### src/hdl/afs_pkg.sv
// Purpose: Constants, register map and alarm codes of the fault supervisor
// Assumes: 50 MHz clock, 32-bit classic Wishbone register bus
// Notes:   Offsets are byte addresses, one aligned word each
package afs_pkg;
  // Clock and blink timing
  localparam int          CLK_HZ          = 50_000_000;
  localparam int          BLINK_HALF_MS   = 200;             // Half period of one blink
  localparam int          BLINK_HALF_CYC  = (CLK_HZ / 1000) * BLINK_HALF_MS;
  localparam logic [4:0]  BLINK_GAP_SLOTS = 5'h04;           // Extra dark slots after each group

  // Register offsets
  localparam logic [7:0]  REG_STATUS      = 8'h00;
  localparam logic [7:0]  REG_CMD         = 8'h04;
  localparam logic [7:0]  REG_HIST_SEL    = 8'h08;
  localparam logic [7:0]  REG_HIST_DATA   = 8'h0C;
  localparam logic [7:0]  REG_IRQ_STAT    = 8'h10;
  localparam logic [7:0]  REG_IRQ_MASK    = 8'h14;

  // Command bits
  localparam int          CMD_ALARM_RESET_INPUT     = 0;
  localparam int          CMD_HIST_CLR    = 1;

  // Interrupt bits
  localparam int          IRQ_ALARM       = 0;
  localparam int          IRQ_COMM_TO     = 1;
  localparam int          IRQ_SET_ERR     = 2;
  localparam int          IRQ_W           = 3;

  // Alarm history
  localparam int          HIST_DEPTH      = 10;
  localparam logic [3:0]  HIST_DEPTH_C    = 4'hA;

  // Alarm codes
  localparam logic [7:0]  ALM_NONE        = 8'h00;
  localparam logic [7:0]  ALM_MAIN_HOT    = 8'h21;
  localparam logic [7:0]  ALM_MOTOR_HOT   = 8'h26;
  localparam logic [7:0]  ALM_PULSE_ERR   = 8'h34;
  localparam logic [7:0]  ALM_ABS_POS     = 8'h65;           // Absolute position error
  localparam logic [7:0]  ALM_OVERCUR     = 8'h20;
  localparam logic [7:0]  ALM_SENSOR      = 8'h28;
  localparam logic [7:0]  ALM_SENSOR_COM  = 8'h2A;

  // Generation thresholds
  localparam logic [7:0]  TEMP_LIMIT_C    = 8'h55;           // 85 degrees Celsius
  localparam logic [15:0] PULSE_LIMIT_RPM = 16'h9600;        // 38,400 r/min

  // Reset values
  localparam logic [IRQ_W-1:0] IRQ_MASK_RST = 3'h0;
  localparam logic [3:0]  HIST_SEL_RST    = 4'h0;
endpackage

### src/hdl/afs_supervisor.sv
// Purpose: Alarm and fieldbus fault supervisor with LEDs, outputs and history
// Assumes: All inputs synchronous to clk; Wishbone classic single cycles
// Notes:   Blink half period is a parameter so simulation can shorten it
//
// The Wishbone slave port and the register addresses were chosen for this implementation.
`timescale 1ns/1ps
module afs_supervisor #(
  parameter int BLINK_HALF = afs_pkg::BLINK_HALF_CYC   // Cycles per blink half period
) (
  // Clock and reset
  input  wire logic        clk,
  input  wire logic        resetn,
  // Wishbone slave
  input  wire logic        wb_cyc_i,
  input  wire logic        wb_stb_i,
  input  wire logic        wb_we_i,
  input  wire logic [7:0]  wb_adr_i,
  input  wire logic [3:0]  wb_sel_i,
  input  wire logic [31:0] wb_dat_i,
  output logic      [31:0] wb_dat_o,
  output logic             wb_ack_o,
  // Fieldbus and settings state
  input  wire logic        link_up,
  input  wire logic        settings_present,
  input  wire logic        settings_corrupt,
  // Monitored quantities
  input  wire logic [7:0]  main_temp_c,
  input  wire logic [7:0]  motor_temp_c,
  input  wire logic [15:0] pulse_speed_rpm,
  // Other alarm sources and clearing events
  input  wire logic        ext_alarm_req,
  input  wire logic [7:0]  ext_alarm_code,
  input  wire logic        preset_done,
  input  wire logic        home_done,
  input  wire logic        alarm_reset_input,
  // Outputs
  output logic             alarm_out_active_high,
  output logic             alarm_out_active_low,
  output logic             motor_stop,
  output logic             network_status_led_green,
  output logic             network_status_led_red,
  output logic             module_status_led_green,
  output logic             module_status_led_red,
  output logic             power_alarm_led_green,
  output logic             power_alarm_led_red,
  output logic             irq
);
  import afs_pkg::*;

  // Codes that only a power-on reset clears
  function automatic logic power_only(input logic [7:0] code);
    power_only = (code == ALM_OVERCUR) || (code == ALM_SENSOR) || (code == ALM_SENSOR_COM);
  endfunction

  // Blink count for each alarm code
  function automatic logic [4:0] blink_count(input logic [7:0] code);
    unique case (code)
      ALM_MAIN_HOT:  blink_count = 5'h02;
      ALM_MOTOR_HOT: blink_count = 5'h08;
      ALM_OVERCUR:   blink_count = 5'h05;
      ALM_SENSOR:    blink_count = 5'h08;
      ALM_SENSOR_COM: blink_count = 5'h08;
      default:       blink_count = 5'h07;
    endcase
  endfunction

  logic [1:0]        rst_sync_q;      // Reset release synchroniser
  logic              rst_n;           // Synchronised reset
  logic              ack_q;           // Bus acknowledge
  logic [31:0]       dat_q;           // Read data
  logic              acc;             // Bus access this cycle
  logic              wr;              // Write taken this cycle
  logic              cmd_rst;         // Alarm reset command
  logic              cmd_clr;         // History clear command
  logic              rst_in_q;        // Previous reset input level
  logic              rst_edge;        // Reset input rising edge
  logic              alarm_q;         // Alarm active
  logic [7:0]        code_q;          // Active alarm code
  logic              raise;           // New alarm this cycle
  logic [7:0]        raise_code;      // Code of the new alarm
  logic              clear;           // Alarm clears this cycle
  logic [7:0]        hist_q [HIST_DEPTH]; // Alarm history, slot 0 newest
  logic [3:0]        hist_cnt_q;      // Valid history entries
  logic [3:0]        hist_sel_q;      // History read index
  logic              corrupt_q;       // Corrupt settings latch
  logic [IRQ_W-1:0]  irq_stat_q;      // Sticky interrupt status
  logic [IRQ_W-1:0]  irq_mask_q;      // Interrupt mask
  logic [IRQ_W-1:0]  irq_set;         // Interrupt events
  logic              link_q;          // Previous link level
  logic              set_err_q;       // Previous settings error level
  logic [31:0]       tick_cnt_q;      // Blink tick divider
  logic              tick;            // One blink half period elapsed
  logic              phase_q;         // Steady blink phase
  logic [4:0]        slot_q;          // Alarm blink slot counter
  logic [4:0]        cnt_now;         // Blinks of active alarm

  // Reset release through two flops
  always_ff @(posedge clk or negedge resetn) begin
    if (!resetn) begin
      rst_sync_q <= 2'h0;
    end else begin
      rst_sync_q <= {rst_sync_q[0], 1'b1};
    end
  end
  assign rst_n = rst_sync_q[1];

  // Bus decode
  assign acc     = wb_cyc_i && wb_stb_i && !ack_q;
  assign wr      = acc && wb_we_i && wb_sel_i[0];
  assign cmd_rst = wr && (wb_adr_i == REG_CMD) && wb_dat_i[CMD_ALARM_RESET_INPUT];
  assign cmd_clr = wr && (wb_adr_i == REG_CMD) && wb_dat_i[CMD_HIST_CLR];

  // Acknowledge one cycle after request, read data registered
  always_ff @(posedge clk or negedge rst_n) begin
    if (!rst_n) begin
      ack_q <= 1'b0;
      dat_q <= 32'h0000_0000;
    end else begin
      ack_q <= acc;
      dat_q <= 32'h0000_0000;
      if (acc && !wb_we_i) begin
        unique case (wb_adr_i)
          REG_STATUS:    dat_q <= {12'h000, hist_cnt_q, code_q, 4'h0, alarm_q,
                                   corrupt_q, !settings_present, !link_up};
          REG_HIST_SEL:  dat_q <= {28'h0000000, hist_sel_q};
          REG_HIST_DATA: dat_q <= (hist_sel_q < hist_cnt_q) ?
                                  {24'h000000, hist_q[hist_sel_q]} : 32'h0000_0000;
          REG_IRQ_STAT:  dat_q <= {29'h0000000, irq_stat_q};
          REG_IRQ_MASK:  dat_q <= {29'h0000000, irq_mask_q};
          default:       dat_q <= 32'h0000_0000;      // Unmapped reads zero
        endcase
      end
    end
  end
  assign wb_ack_o = ack_q;
  assign wb_dat_o = dat_q;

  // Writable configuration registers
  always_ff @(posedge clk or negedge rst_n) begin
    if (!rst_n) begin
      hist_sel_q <= HIST_SEL_RST;
      irq_mask_q <= IRQ_MASK_RST;
    end else if (wr) begin
      if (wb_adr_i == REG_HIST_SEL) begin
        hist_sel_q <= wb_dat_i[3:0];
      end
      if (wb_adr_i == REG_IRQ_MASK) begin
        irq_mask_q <= wb_dat_i[IRQ_W-1:0];
      end
    end
  end

  // Reset input edge detector
  always_ff @(posedge clk or negedge rst_n) begin
    if (!rst_n) begin
      rst_in_q <= 1'b1;                 // A level held through reset is no edge
    end else begin
      rst_in_q <= alarm_reset_input;
    end
  end
  assign rst_edge = alarm_reset_input && !rst_in_q;

  // Threshold compare, fixed priority
  always_comb begin
    raise_code = ALM_NONE;
    if (ext_alarm_req) begin
      raise_code = ext_alarm_code;
    end else if (main_temp_c > TEMP_LIMIT_C) begin
      raise_code = ALM_MAIN_HOT;
    end else if (motor_temp_c > TEMP_LIMIT_C) begin
      raise_code = ALM_MOTOR_HOT;
    end else if (pulse_speed_rpm > PULSE_LIMIT_RPM) begin
      raise_code = ALM_PULSE_ERR;
    end
  end
  assign raise = !alarm_q && (ext_alarm_req || raise_code != ALM_NONE);

  // Clearing paths
  always_comb begin
    clear = 1'b0;
    if (alarm_q && !power_only(code_q)) begin
      clear = rst_edge || cmd_rst;
      if (code_q == ALM_ABS_POS && (preset_done || home_done)) begin
        clear = 1'b1;
      end
    end
  end

  // Active alarm latch, power-on reset clears all
  always_ff @(posedge clk or negedge rst_n) begin
    if (!rst_n) begin
      alarm_q <= 1'b0;
      code_q  <= ALM_NONE;
    end else if (raise) begin
      alarm_q <= 1'b1;
      code_q  <= raise_code;
    end else if (clear) begin
      alarm_q <= 1'b0;
      code_q  <= ALM_NONE;
    end
  end

  // Alarm outputs switch together from one flop
  assign alarm_out_active_high = alarm_q;
  assign alarm_out_active_low  = !alarm_q;
  assign motor_stop            = alarm_q;

  // History shift register, newest in slot 0
  generate
    for (genvar i = 0; i < HIST_DEPTH; i++) begin : g_hist
      always_ff @(posedge clk or negedge rst_n) begin
        if (!rst_n) begin
          hist_q[i] <= ALM_NONE;
        end else if (cmd_clr) begin
          hist_q[i] <= ALM_NONE;
        end else if (raise) begin
          if (i == 0) begin
            hist_q[i] <= raise_code;
          end else begin
            hist_q[i] <= hist_q[(i > 0) ? i - 1 : 0];
          end
        end
      end
    end
  endgenerate

  // History fill count saturates at depth
  always_ff @(posedge clk or negedge rst_n) begin
    if (!rst_n) begin
      hist_cnt_q <= 4'h0;
    end else if (cmd_clr) begin
      hist_cnt_q <= 4'h0;
    end else if (raise && hist_cnt_q != HIST_DEPTH_C) begin
      hist_cnt_q <= hist_cnt_q + 4'h1;
    end
  end

  // Corrupt settings stay until power-on reset
  always_ff @(posedge clk or negedge rst_n) begin
    if (!rst_n) begin
      corrupt_q <= 1'b0;
    end else if (settings_corrupt) begin
      corrupt_q <= 1'b1;
    end
  end

  // Sticky interrupt status, set wins over clear
  assign irq_set = {(corrupt_q || !settings_present) && !set_err_q, !link_up && link_q, raise};
  always_ff @(posedge clk or negedge rst_n) begin
    if (!rst_n) begin
      irq_stat_q <= 3'h0;
      link_q     <= 1'b1;
      set_err_q  <= 1'b0;
    end else begin
      link_q    <= link_up;
      set_err_q <= corrupt_q || !settings_present;
      if (wr && wb_adr_i == REG_IRQ_STAT) begin
        irq_stat_q <= (irq_stat_q & ~wb_dat_i[IRQ_W-1:0]) | irq_set;
      end else begin
        irq_stat_q <= irq_stat_q | irq_set;
      end
    end
  end
  assign irq = |(irq_stat_q & irq_mask_q);

  // Blink tick divider and steady blink phase
  assign tick = (tick_cnt_q == 32'(BLINK_HALF - 1));
  always_ff @(posedge clk or negedge rst_n) begin
    if (!rst_n) begin
      tick_cnt_q <= 32'h0000_0000;
      phase_q    <= 1'b0;
    end else if (tick) begin
      tick_cnt_q <= 32'h0000_0000;
      phase_q    <= !phase_q;
    end else begin
      tick_cnt_q <= tick_cnt_q + 32'h0000_0001;
    end
  end

  // Alarm blink slots: count lit pulses, then a dark gap
  assign cnt_now = blink_count(code_q);
  always_ff @(posedge clk or negedge rst_n) begin
    if (!rst_n) begin
      slot_q <= 5'h00;
    end else if (!alarm_q) begin
      slot_q <= 5'h00;
    end else if (tick) begin
      if (slot_q >= 5'((cnt_now << 1) + BLINK_GAP_SLOTS - 5'h01)) begin
        slot_q <= 5'h00;
      end else begin
        slot_q <= slot_q + 5'h01;
      end
    end
  end

  // LED drivers
  assign network_status_led_green = link_up;
  assign network_status_led_red   = !link_up && phase_q;
  assign module_status_led_red    = corrupt_q && phase_q;
  assign module_status_led_green  = !corrupt_q &&
                                    (settings_present || phase_q);
  assign power_alarm_led_green    = !alarm_q;
  assign power_alarm_led_red      = alarm_q && !slot_q[0] &&
                                    (slot_q < 5'(cnt_now << 1));

  // Checks
  chk_alarm_outs: assert property (@(posedge clk) disable iff (!rst_n)
    alarm_out_active_high == !alarm_out_active_low && motor_stop == alarm_out_active_high)
    else $error("alarm outputs disagree");
  chk_raise_next: assert property (@(posedge clk) disable iff (!rst_n)
    raise |=> alarm_q && code_q == $past(raise_code))
    else $error("alarm not raised");
  chk_main_hot: assert property (@(posedge clk) disable iff (!rst_n)
    !alarm_q && !ext_alarm_req && main_temp_c > TEMP_LIMIT_C |=> code_q == ALM_MAIN_HOT)
    else $error("main overheat missed");
  chk_motor_hot: assert property (@(posedge clk) disable iff (!rst_n)
    !alarm_q && !ext_alarm_req && main_temp_c <= TEMP_LIMIT_C
    && motor_temp_c > TEMP_LIMIT_C |=> code_q == ALM_MOTOR_HOT)
    else $error("motor overheat missed");
  chk_pulse_err: assert property (@(posedge clk) disable iff (!rst_n)
    raise && raise_code == ALM_PULSE_ERR |-> pulse_speed_rpm > PULSE_LIMIT_RPM)
    else $error("pulse alarm without cause");
  chk_edge_clear: assert property (@(posedge clk) disable iff (!rst_n)
    alarm_q && !power_only(code_q) && rst_edge |=> !alarm_q)
    else $error("reset edge ignored");
  chk_level_hold: assert property (@(posedge clk) disable iff (!rst_n)
    alarm_reset_input && $past(alarm_reset_input) |-> !rst_edge)
    else $error("held level resets");
  chk_cmd_clear: assert property (@(posedge clk) disable iff (!rst_n)
    alarm_q && !power_only(code_q) && cmd_rst |=> !alarm_q)
    else $error("command reset ignored");
  chk_power_only: assert property (@(posedge clk) disable iff (!rst_n)
    alarm_q && power_only(code_q) |=> alarm_q && $stable(code_q))
    else $error("power-only alarm cleared");
  chk_abs_clear: assert property (@(posedge clk) disable iff (!rst_n)
    alarm_q && code_q == ALM_ABS_POS && (preset_done || home_done) |=> !alarm_q)
    else $error("absolute alarm kept");
  chk_hist_push: assert property (@(posedge clk) disable iff (!rst_n)
    raise && !cmd_clr |=> hist_q[0] == $past(raise_code) && hist_q[1] == $past(hist_q[0]))
    else $error("history not shifted");
  chk_hist_full: assert property (@(posedge clk) disable iff (!rst_n)
    hist_cnt_q == HIST_DEPTH_C && raise && !cmd_clr |=> hist_cnt_q == HIST_DEPTH_C
    && hist_q[9] == $past(hist_q[8]))
    else $error("full history wrong");
  chk_hist_clr: assert property (@(posedge clk) disable iff (!rst_n)
    cmd_clr |=> hist_cnt_q == 4'h0 && hist_q[0] == ALM_NONE)
    else $error("history not erased");
  chk_net_led: assert property (@(posedge clk) disable iff (!rst_n)
    link_up |-> network_status_led_green && !network_status_led_red)
    else $error("network LED wrong");
  chk_module_status_led: assert property (@(posedge clk) disable iff (!rst_n)
    corrupt_q |-> !module_status_led_green)
    else $error("module LED green on corrupt");
endmodule

### config.mk
export PLATFORM = sky130hd
export DESIGN_NAME = afs_supervisor
export DESIGN_NICKNAME = d
export VERILOG_FILES = /design/src/hdl/afs_pkg.sv /design/src/hdl/afs_supervisor.sv
export SDC_FILE = /design/constraint.sdc
export NUM_CORES = 1
export LEC_CHECK = 0
export ABC_CLOCK_PERIOD_IN_PS = 6150
export BUFFER_PORTS_ARGS = -buffer_cell sky130_fd_sc_hd__buf_2
export CAP_MARGIN = 20
export CORE_MARGIN = 2
export CORE_UTILIZATION = 45
export CTS_CLUSTER_DIAMETER = 30
export DETAILED_ROUTE_END_ITERATION = 12
export HOLD_SLACK_MARGIN = 0.12
export PLACE_DENSITY = 0.67
export SLEW_MARGIN = 10
export SYNTH_ARGS = -nofsm -noshare
export SYNTH_HDL_FRONTEND = slang
export SYNTH_SLANG_ARGS = --single-unit
### constraint.sdc
create_clock -name clk -period 6.15 [get_ports clk]
set_input_delay 0.615 -clock clk [delete_from_list [all_inputs] [get_ports clk]]
set_output_delay 0.615 -clock clk [all_outputs]
set_load 0.05 [all_outputs]
==> results of run 1 <==
## power by group
| part | total (W) | internal [W] | switching, W |
|---|---|---|---|
| combinational | 0.00104 | 0.000441 | 0.000602 |
| sequential | 0.00156 | 0.00138 | 0.000175 |
| clock | 0.00107 | 0.000576 | 0.000491 |
## cell usage in the layout, fill, tap and decap left out, drive strengths merged, types with 2 or more instances in the layout
master and n:
a21oi 12, and2 17, o21a 3, and3 11, dfrtp 166, buf 104
nor2 38, o21ai 40, dfstp 2, xor2 16, ha 16, clkinvlp 2
or3 7, a21o 2, and4 7, nor3 14, nand3 26, nor3b 2
o211ai 11, o31a 4, mux2 9, a22o 2, nor4 9, inv 31
nand4 16, o22a 4, mux2i 83, or2 3, clkbuf 17, nand3b 3
nor2b 10, a211oi 5, nand2 108, or4 5, xnor2 14, a32oi 5
mux4 16, conb 13, clkinv 2, nand2b 5
## logic make-up after synthesis
logic type | count (synthesis) | synth area share, %
flops | 168 | 49.64
xor+xnor | 30 | 3.101
other cells | 2 | 0.08862
buf+inv | 75 | 4.341
simple gates | 283 | 16.65
mux | 108 | 15.25
fa+ha+maj | 16 | 2.362
compound gates | 106 | 8.564
## final timing paths
check | startpoint | to | cells after the start
setup reg to reg | code_q[7] | slot_q[4] | 10
hold reg to reg | rst_sync_q[0] | rst_sync_q[1] | 0
setup / recovery | code_q[7] | power_alarm_led_red | 9
hold / removal | alarm_reset_input | rst_in_q | 1
max in group asynchronous | rst_sync_q[1] | hist_q[76] | 1
min in group asynchronous | rst_sync_q[1] | slot_q[4] | 0
## registers in the layout (all words and copies together), names as in the netlist, 2 cells and up
| register | count |
|---|---|
| hist_q | 80 |
| hist_sel_q | 4 |
| irq_mask_q | 3 |
| wb_dat_o | 20 |
| rst_sync_q | 2 |
| irq_stat_q | 3 |
| hist_cnt_q | 4 |
| tick_cnt_q | 32 |
| slot_q | 5 |
| code_q | 8 |
## cell type report
cell class              count  area [um^2]  area share, %
clock buffers              17        425.4          4.401
clock inverters            15        156.4          1.618
inverters                  21        78.83         0.8155
multi-input cells         556         3944          40.80
flip-flops and latches    168         4210          43.56
well taps                 234        292.8          3.029
repair buffers            105        558.0          5.773
## per-stage QoR
stage / area [um^2] / instances / hold slack, ps
finish: 9666 / 1116 / 283.7
global route: 9666 / 1116 / 262.8
CTS: 9666 / 1116 / 266.3
detailed placement: 9074 / 1083 / 338.1
global placement: 9074 / 1083 / 334.3
floorplan: 8516 / 799 / 319.4
## metal layers
layer	wire (um)	share of wire, %	track usage (%)	vias to the layer above
met5	0	0	0	-
met4	361	1.9	6.105	0
met3	783	4.2	4.110	24
met2	8895	48	31.83	156
met1	8558	46	27.15	3014
li1	-	-	-	2958
## what timing repair did
action,in CTS,in global routing
hold buffers,1,0
hold endpoints to repair,2,0
gates resized for setup,0,0
endpoints found under the setup margin,0,0
==> impl_metrics.ini, run 1 <==
[yosys]
ys_warn_count = 0
synthCells = 788
synth_top_cell_by_area = dfrtp_1
postSynthAreaPerCell_um2 = 10.75
synth_top_area_share_pct = 49.02
ys_seq_elements = 168
synth_cell_type_count = 67
seq_area_frac_synth_pct = 49.64
synth_area_leaders = dfrtp_1 (49%), mux2i_1 (9.8%), nand2_1 (4.8%)
ys_async_sr_fraction_pct = 100.0
synth_edf_count = 0
synth_common_cells = dfrtp_1 (166), nand2_1 (108), mux2i_1 (83)
synth_top_flop_cell = dfrtp_1
synth.most_common_cell = dfrtp_1
synth_area_mm2 = 0.008474

[critical_path]
critPathTopFamily = simple AND/OR/NAND/NOR gates
startpoint_type = flop
cp_slowest_cell = or3b_2
path_class = flop to output pin
cp.arrival_ps = 3260
worstSetupEndpointType = output pin
ff2ff_setup_slack_ps = 2780
worst_path_largest_cell_delay_ps = 520
path_cells = or3b_2, or3_1, nor2_1, ha_1, nor2b_1, o21ai_0, nand2b_1, a2111oi_0, buf_2
crit_fanout = 4
critPathBufInv = 1
cp.required_ps = 5530

[sta]
grt_setup_unrepaired = false
fin_ws_ps = 2280
finalSetupViolations = 0
period_share_pct = 62.93
skew_ps = 11.57
max_freq_ghz = 0.2584
period_minus_slack_ps = 3870
hold_violations = 0
worst_pin_slew_ps = 959.1
fin_tns_setup_ps = 0
slew_viol_final = 0
slew_headroom_pct = 36.06

[finish]
final_nets = 981
utilization_pct = 52.02
nFillCells = 1646
area_growth_syn_to_layout_pct = 14.06
antenna_cells = 0
layout-drive-gt1-share_pct = 19.73

[pwr]
power_w = 0.003666
power_density_mw_per_mm2 = 379.3
ir_worst_vdd_uv = 222.1
cellLeakagePower_nw = 4.668

[global_routing]
antenna_found_initial = 0
grt_usage_pct = 19.79
grt_max_degree = 86
gr-total-overflow = 0
grt_pass1_wl_um = 31170
grt_pass1_vias = 6083

[die]
fp-row-count = 50
core_area_mm2 = 0.01858
ioPinCount = 139
die_x_um = 141.2
initial_utilization_pct = 45.61
die_h_um = 141.2
die-area_mm2 = 0.01995

[clock_tree]
clock-root-buffer = clkbuf_16
cts_htree_levels = 4
clk_pin_slew_ps = 70
post_cts_buffers = 0
cts_buffers = 17
cts.sinks = 168
cts_tree = done
cts_buffer_depth = 2
clk-insertion-delay-late_ps = 430

[route]
first_pass_iters = 5
wire_per_inst_um = 16.66
ant_nets = 0
vias_per_cell = 5.513
drt_iter0_markers = 438
finalWirelength_um = 18600
route.detailed.drc = 0
routed-via-count = 6152

[run]
drv_cap = 0

[status]
outcome = complete, no violations

[placement]
dpl_worst_slack_ps = 2549
portBuffers = 93
dpl.hpwl_um = 12590
place.gp.congestion = 0.8281

[hold_path]
worstHoldPathType = input port to flop
No activity file was read; power rests on OpenSTA's default activity.
==> run 2: changes to the inputs <==
- ABC_CLOCK_PERIOD_IN_PS: 6150 -> 3500
- PLACE_DENSITY: 0.67 -> 0.7
- clock period: 6.15 -> 3.5 ns (I/O delays scaled with it)
==> run 2 against run 1 <==
  * Count of clock-buffer cells in the layout up 5
  * Critical path depth unchanged
  * Non-clock buffer count up 9
  * Combinational power up 84%
  * Cell count up 0.90%
  * Worst setup slack worse by 2100 ps
  * Largest cell class unchanged
  * Sequential cell count unchanged
  * Critical path type unchanged
  * Wire length up 4.0%
==> impl_metrics.ini, run 2 (same netlist as run 1, synthesis figures left out) <==
[clock_tree]
cts.sinks = 168
cts_tree = done
clk-insertion-delay-late_ps = 440
cts_buffers = 17
cts_buffer_depth = 2
cts_htree_levels = 4
clk_pin_slew_ps = 60
clock-root-buffer = clkbuf_16

[critical_path]
worst_path_largest_cell_delay_ps = 430
rr_startpoint = code_q[1]
cp.arrival_ps = 2940
startpoint_type = flop
worstSetupEndpointType = output pin
cp_slowest_cell = or3b_4
path_cells = or3b_4, or3_4, nor2_2, ha_1, nor2b_1, o21ai_1, nand2b_1, a2111oi_2, buf_4
path_class = flop to output pin
crit_fanout = 4
critPathBufInv = 1
cp.required_ps = 3150
startpoint = code_q[4]
critPathTopFamily = simple AND/OR/NAND/NOR gates

[placement]
dpl_worst_slack_ps = 215.9
dpl.hpwl_um = 13180
place.gp.congestion = 0.8354
portBuffers = 93
place_inst = 1089

[route]
drt_iter0_markers = 417
vias_per_cell = 5.607
routed-via-count = 6314
finalWirelength_um = 19340
ant_nets = 0
wire_per_inst_um = 17.18
route.detailed.drc = 0
first_pass_iters = 5

[die]
ioPinCount = 139
die_x_um = 141.2
die_h_um = 141.2
fp-row-count = 50
die-area_mm2 = 0.01995
initial_utilization_pct = 45.61
core_area_mm2 = 0.01858

[global_routing]
antenna_found_initial = 2
grt_pass1_wl_um = 32260
grt.met1_usage_pct = 27.04
gr-total-overflow = 0
use_met3_pct = 3.940
grt-busiest-layer = met2
grt_use_met2_pct = 33.65
grt_pass1_vias = 6450
grt_usage_pct = 20.50
grt_max_degree = 86

[sta]
slew_viol_final = 0
slew_headroom_pct = 42.18
fin_tns_setup_ps = 0
hold_ws_ps = 152.6
max_freq_ghz = 0.3036
grt_setup_unrepaired = false
finalSetupViolations = 0
period_share_pct = 94.11
period_minus_slack_ps = 3294
hold_violations = 0
skew_ps = 7.233
worst_pin_slew_ps = 867.3
fin_ws_ps = 206.2

[pwr]
cellLeakagePower_nw = 4.760
power.switching_w = 0.002189
swShare_pct = 32.82
p_int_w = 0.004481
p_seq_share_pct = 41.6
ir_worst_vdd_uv = 387.8
power_density_mw_per_mm2 = 676.2
clockPowerShare_pct = 29.8
p_comb_share_pct = 28.6

[finish]
final_cells = 1126
area_growth_syn_to_layout_pct = 16.40
final_nets = 990
largest_register_ffs = 80
mostFrequentLayoutCells = dfrtp_1 (165), nand2_1 (108), buf_2 (92), mux2i_1 (83), o21ai_0 (38)
layout_commonest_cell = dfrtp_1
utilization_pct = 53.09
top_register = hist_q
layout-drive-gt1-share_pct = 20.88
nFillCells = 1606

[hold_path]
hp-start = settings_present
worstHoldPathType = input port to flop

[status]
outcome = complete, no violations

[run]
drv_cap = 0
-- run 2: power by group through the flow --
stage	registers, W	clock network [W]	logic, W
finish	0.00277	0.00199	0.00191
floorplan	0.00271	0	0.00149
CTS	0.00277	0.00202	0.00190
global placement	0.00278	0	0.00182
global route	0.00284	0.00210	0.00213
detailed placement	0.00280	0	0.00188
-- run 2: final timing paths --
check | end | slack (ps) | depth (start not counted)
worst max-delay path | power_alarm_led_red | 210 | 9
worst min-delay path | set_err_q | 150 | 2
worst max register to register | slot_q[4] | 280 | 11
worst min register to register | rst_sync_q[1] | 360 | 0
max in group asynchronous | hist_q[62] | 2250 | 1
min in group asynchronous | rst_sync_q[1] | 260 | 2
-- run 2: area by class of cell --
type	count	area [um^2]	area share [%]
clock inverter	10	141.4	1.433
antenna	1	2.502	0.02537
timing repair buffer	114	673.1	6.824
multi-input combinational	556	3971	40.26
clock buffer	22	494.2	5.010
tap	234	292.8	2.968
sequential	168	4210	42.68
inverter	21	78.83	0.7991
-- run 2: routing by layer --
metal	share of wire (%)	wire length, um	vias to the layer above
li1	-	-	2969
met1	44	8565	3124
met2	48	9367	188
met3	5.0	969	33
met4	2.3	442	0
met5	0	0	-
-- run 2: through the flow --
step / total power (W) / instance area [um^2]
finish: 0.006670 / 9864
global route: 0.007066 / 9862
CTS: 0.006687 / 9841
detailed placement: 0.004675 / 9163
global placement: 0.004604 / 9163
floorplan: 0.004201 / 8523
-- run 2: repair_timing --
| action | CTS | global route |
|---|---|---|
| pin swaps | 0 | 0 |
| endpoints found under the setup margin | 1 | 2 |
| buffers inserted | 0 | 0 |
| gates resized for setup | 1 | 7 |
| endpoints found under the hold margin | 5 | 0 |
| hold buffers | 4 | 0 |
==> run 3: changes to the inputs <==
- ABC_CLOCK_PERIOD_IN_PS: 3500 -> 4240
- PLACE_DENSITY: 0.7 -> 0.67
- clock period: 3.5 -> 4.24 ns (I/O delays scaled with it)
==> run 3 against run 2 <==
  * Clock power decreased by 24%
  * Sequential cell count unchanged
  * Critical path depth unchanged
  * First-iteration DRC count decreased by 1.9%
  * Worst hold slack worse by 10 ps
  * Total power shrank 21%
  * Final area decreased by 1.6%
  * Clock skew grew 0.73 ps
  * Sequential power is 18% lower
  * Via count shrank 3.3%
  * Largest cell class unchanged
==> impl_metrics.ini, run 3 (same netlist as run 1, synthesis figures left out) <==
[route]
wire_per_inst_um = 16.36
first_pass_iters = 7
ant_nets = 0
route.detailed.drc = 0
drt_iter0_markers = 409
finalWirelength_um = 18280
routed-via-count = 6107
vias_per_cell = 5.467

[finish]
layout-drive-gt1-share_pct = 19.59
antenna_cells = 0
layout_commonest_cell = dfrtp_1
area_growth_syn_to_layout_pct = 14.51
multi_input_area_mm2 = 0.003945
final_cells = 1117
final_nets = 982
layout.area.seq_mm2 = 0.004210
final_area_mm2 = 0.009704
largest_register_ffs = 80
utilization_pct = 52.23
nFillCells = 1662
mostFrequentLayoutCells = dfrtp_1 (165), nand2_1 (108), buf_2 (93), mux2i_1 (83), o21ai_0 (39)
top_register = hist_q

[sta]
period_share_pct = 85.04
fin_tns_setup_ps = 0
hold_violations = 0
skew_ps = 7.959
fin_ws_ps = 634.3
finalSetupViolations = 0
period_minus_slack_ps = 3606
max_freq_ghz = 0.2773
grt_setup_unrepaired = false
slew_viol_final = 0
worst_pin_slew_ps = 988.0
slew_headroom_pct = 34.13

[critical_path]
worstSetupEndpointType = output pin
cp.arrival_ps = 3180
startpoint_type = flop
path_class = flop to output pin
cp.required_ps = 3820
crit_fanout = 4
r2r_cells = 10

[placement]
dpl.hpwl_um = 12620
portBuffers = 93
place.gp.congestion = 0.8424
dpl_worst_slack_ps = 968.1
place_inst = 1083
postPlaceCellArea_mm2 = 0.009100

[hold_path]
worstHoldPathType = input port to flop
holdPathStages = 1

[die]
die_h_um = 141.2
core_area_mm2 = 0.01858
ioPinCount = 139
die_x_um = 141.2
initial_utilization_pct = 45.61
fp-row-count = 50
die-area_mm2 = 0.01995

[global_routing]
grt_usage_pct = 19.32
grt_pass1_vias = 6024
grt_max_degree = 86
antenna_found_initial = 1
gr-total-overflow = 0
grt_pass1_wl_um = 30770

[clock_tree]
cts.sinks = 168
post_cts_buffers = 0
ctsHoldBuffers = 2
clock-root-buffer = clkbuf_16
cts_tree = done
cts_buffers = 17
clk_pin_slew_ps = 60
cts_htree_levels = 4
clk-insertion-delay-late_ps = 420
cts.repair.resized = 0
cts_buffer_depth = 2

[status]
outcome = complete, no violations

[run]
drv_cap = 0

[pwr]
ir_worst_vdd_uv = 275.0
cellLeakagePower_nw = 4.675
power_density_mw_per_mm2 = 546.4
-- run 3: changes by cell type in the layout (fill, tap and decap cells not counted), moves of 2 or more --
cell / change
or3_4: -2
dlygate4sd3_1: -2
clkbuf_8: -2
clkinv_2: -2
inv_6: +3
buf_4: -6
bufinv_16: -2
or3_1: +2
-- run 3: area by class of cell --
type,instances,share of cell area [%]
Inverter,21,0.8123
Sequential cell,168,43.39
Multi-Input combinational cell,556,40.65
Timing Repair Buffer,106,6.111
Clock inverter,11,1.173
Clock buffer,21,4.848
Tap cell,234,3.017
-- run 3: final timing paths --
check / to / start / slack [ps]
min: link_q / link_up / 140
max reg2reg: slot_q[4] / code_q[4] / 940
min in group asynchronous: rst_sync_q[1] / resetn / 320
max: power_alarm_led_red / code_q[4] / 630
min reg2reg: rst_sync_q[1] / rst_sync_q[0] / 350
max in group asynchronous: hist_q[39] / rst_sync_q[1] / 2810
-- run 3: layer usage --
layer  global-route usage, %  wire, um  vias up
met5                       0        13        -
met4                   4.895       224        2
met3                   4.144       806       19
met2                   31.02      8804      122
met1                   26.89      8428     2996
li1                        -         -     2968
-- run 3: through the flow --
stage               power [W]  hold slack (ps)
floorplan            0.003465            128.4
global route         0.005653            121.8
detailed placement   0.003832            214.6
CTS                  0.005358            123.2
finish               0.005302            142.6
global placement     0.003780            210.3
-- run 3: worst max-delay path: stages, from the launching register on --
cell	delay, ps
dfrtp_1	410
or3b_2	520
or3_1	360
nor2_1	190
ha_1	250
nor2b_1	120
o21ai_0	130
nand2b_1	70
a2111oi_1	360
buf_2	330
-- run 3: where the power goes --
part | total (W) | internal [W] | switching, W
registers | 0.00226 | 0.00200 | 0.000261
clock network | 0.00151 | 0.000865 | 0.000648
logic | 0.00152 | 0.000657 | 0.000868
total | 0.00530 | 0.00353 | 0.00178
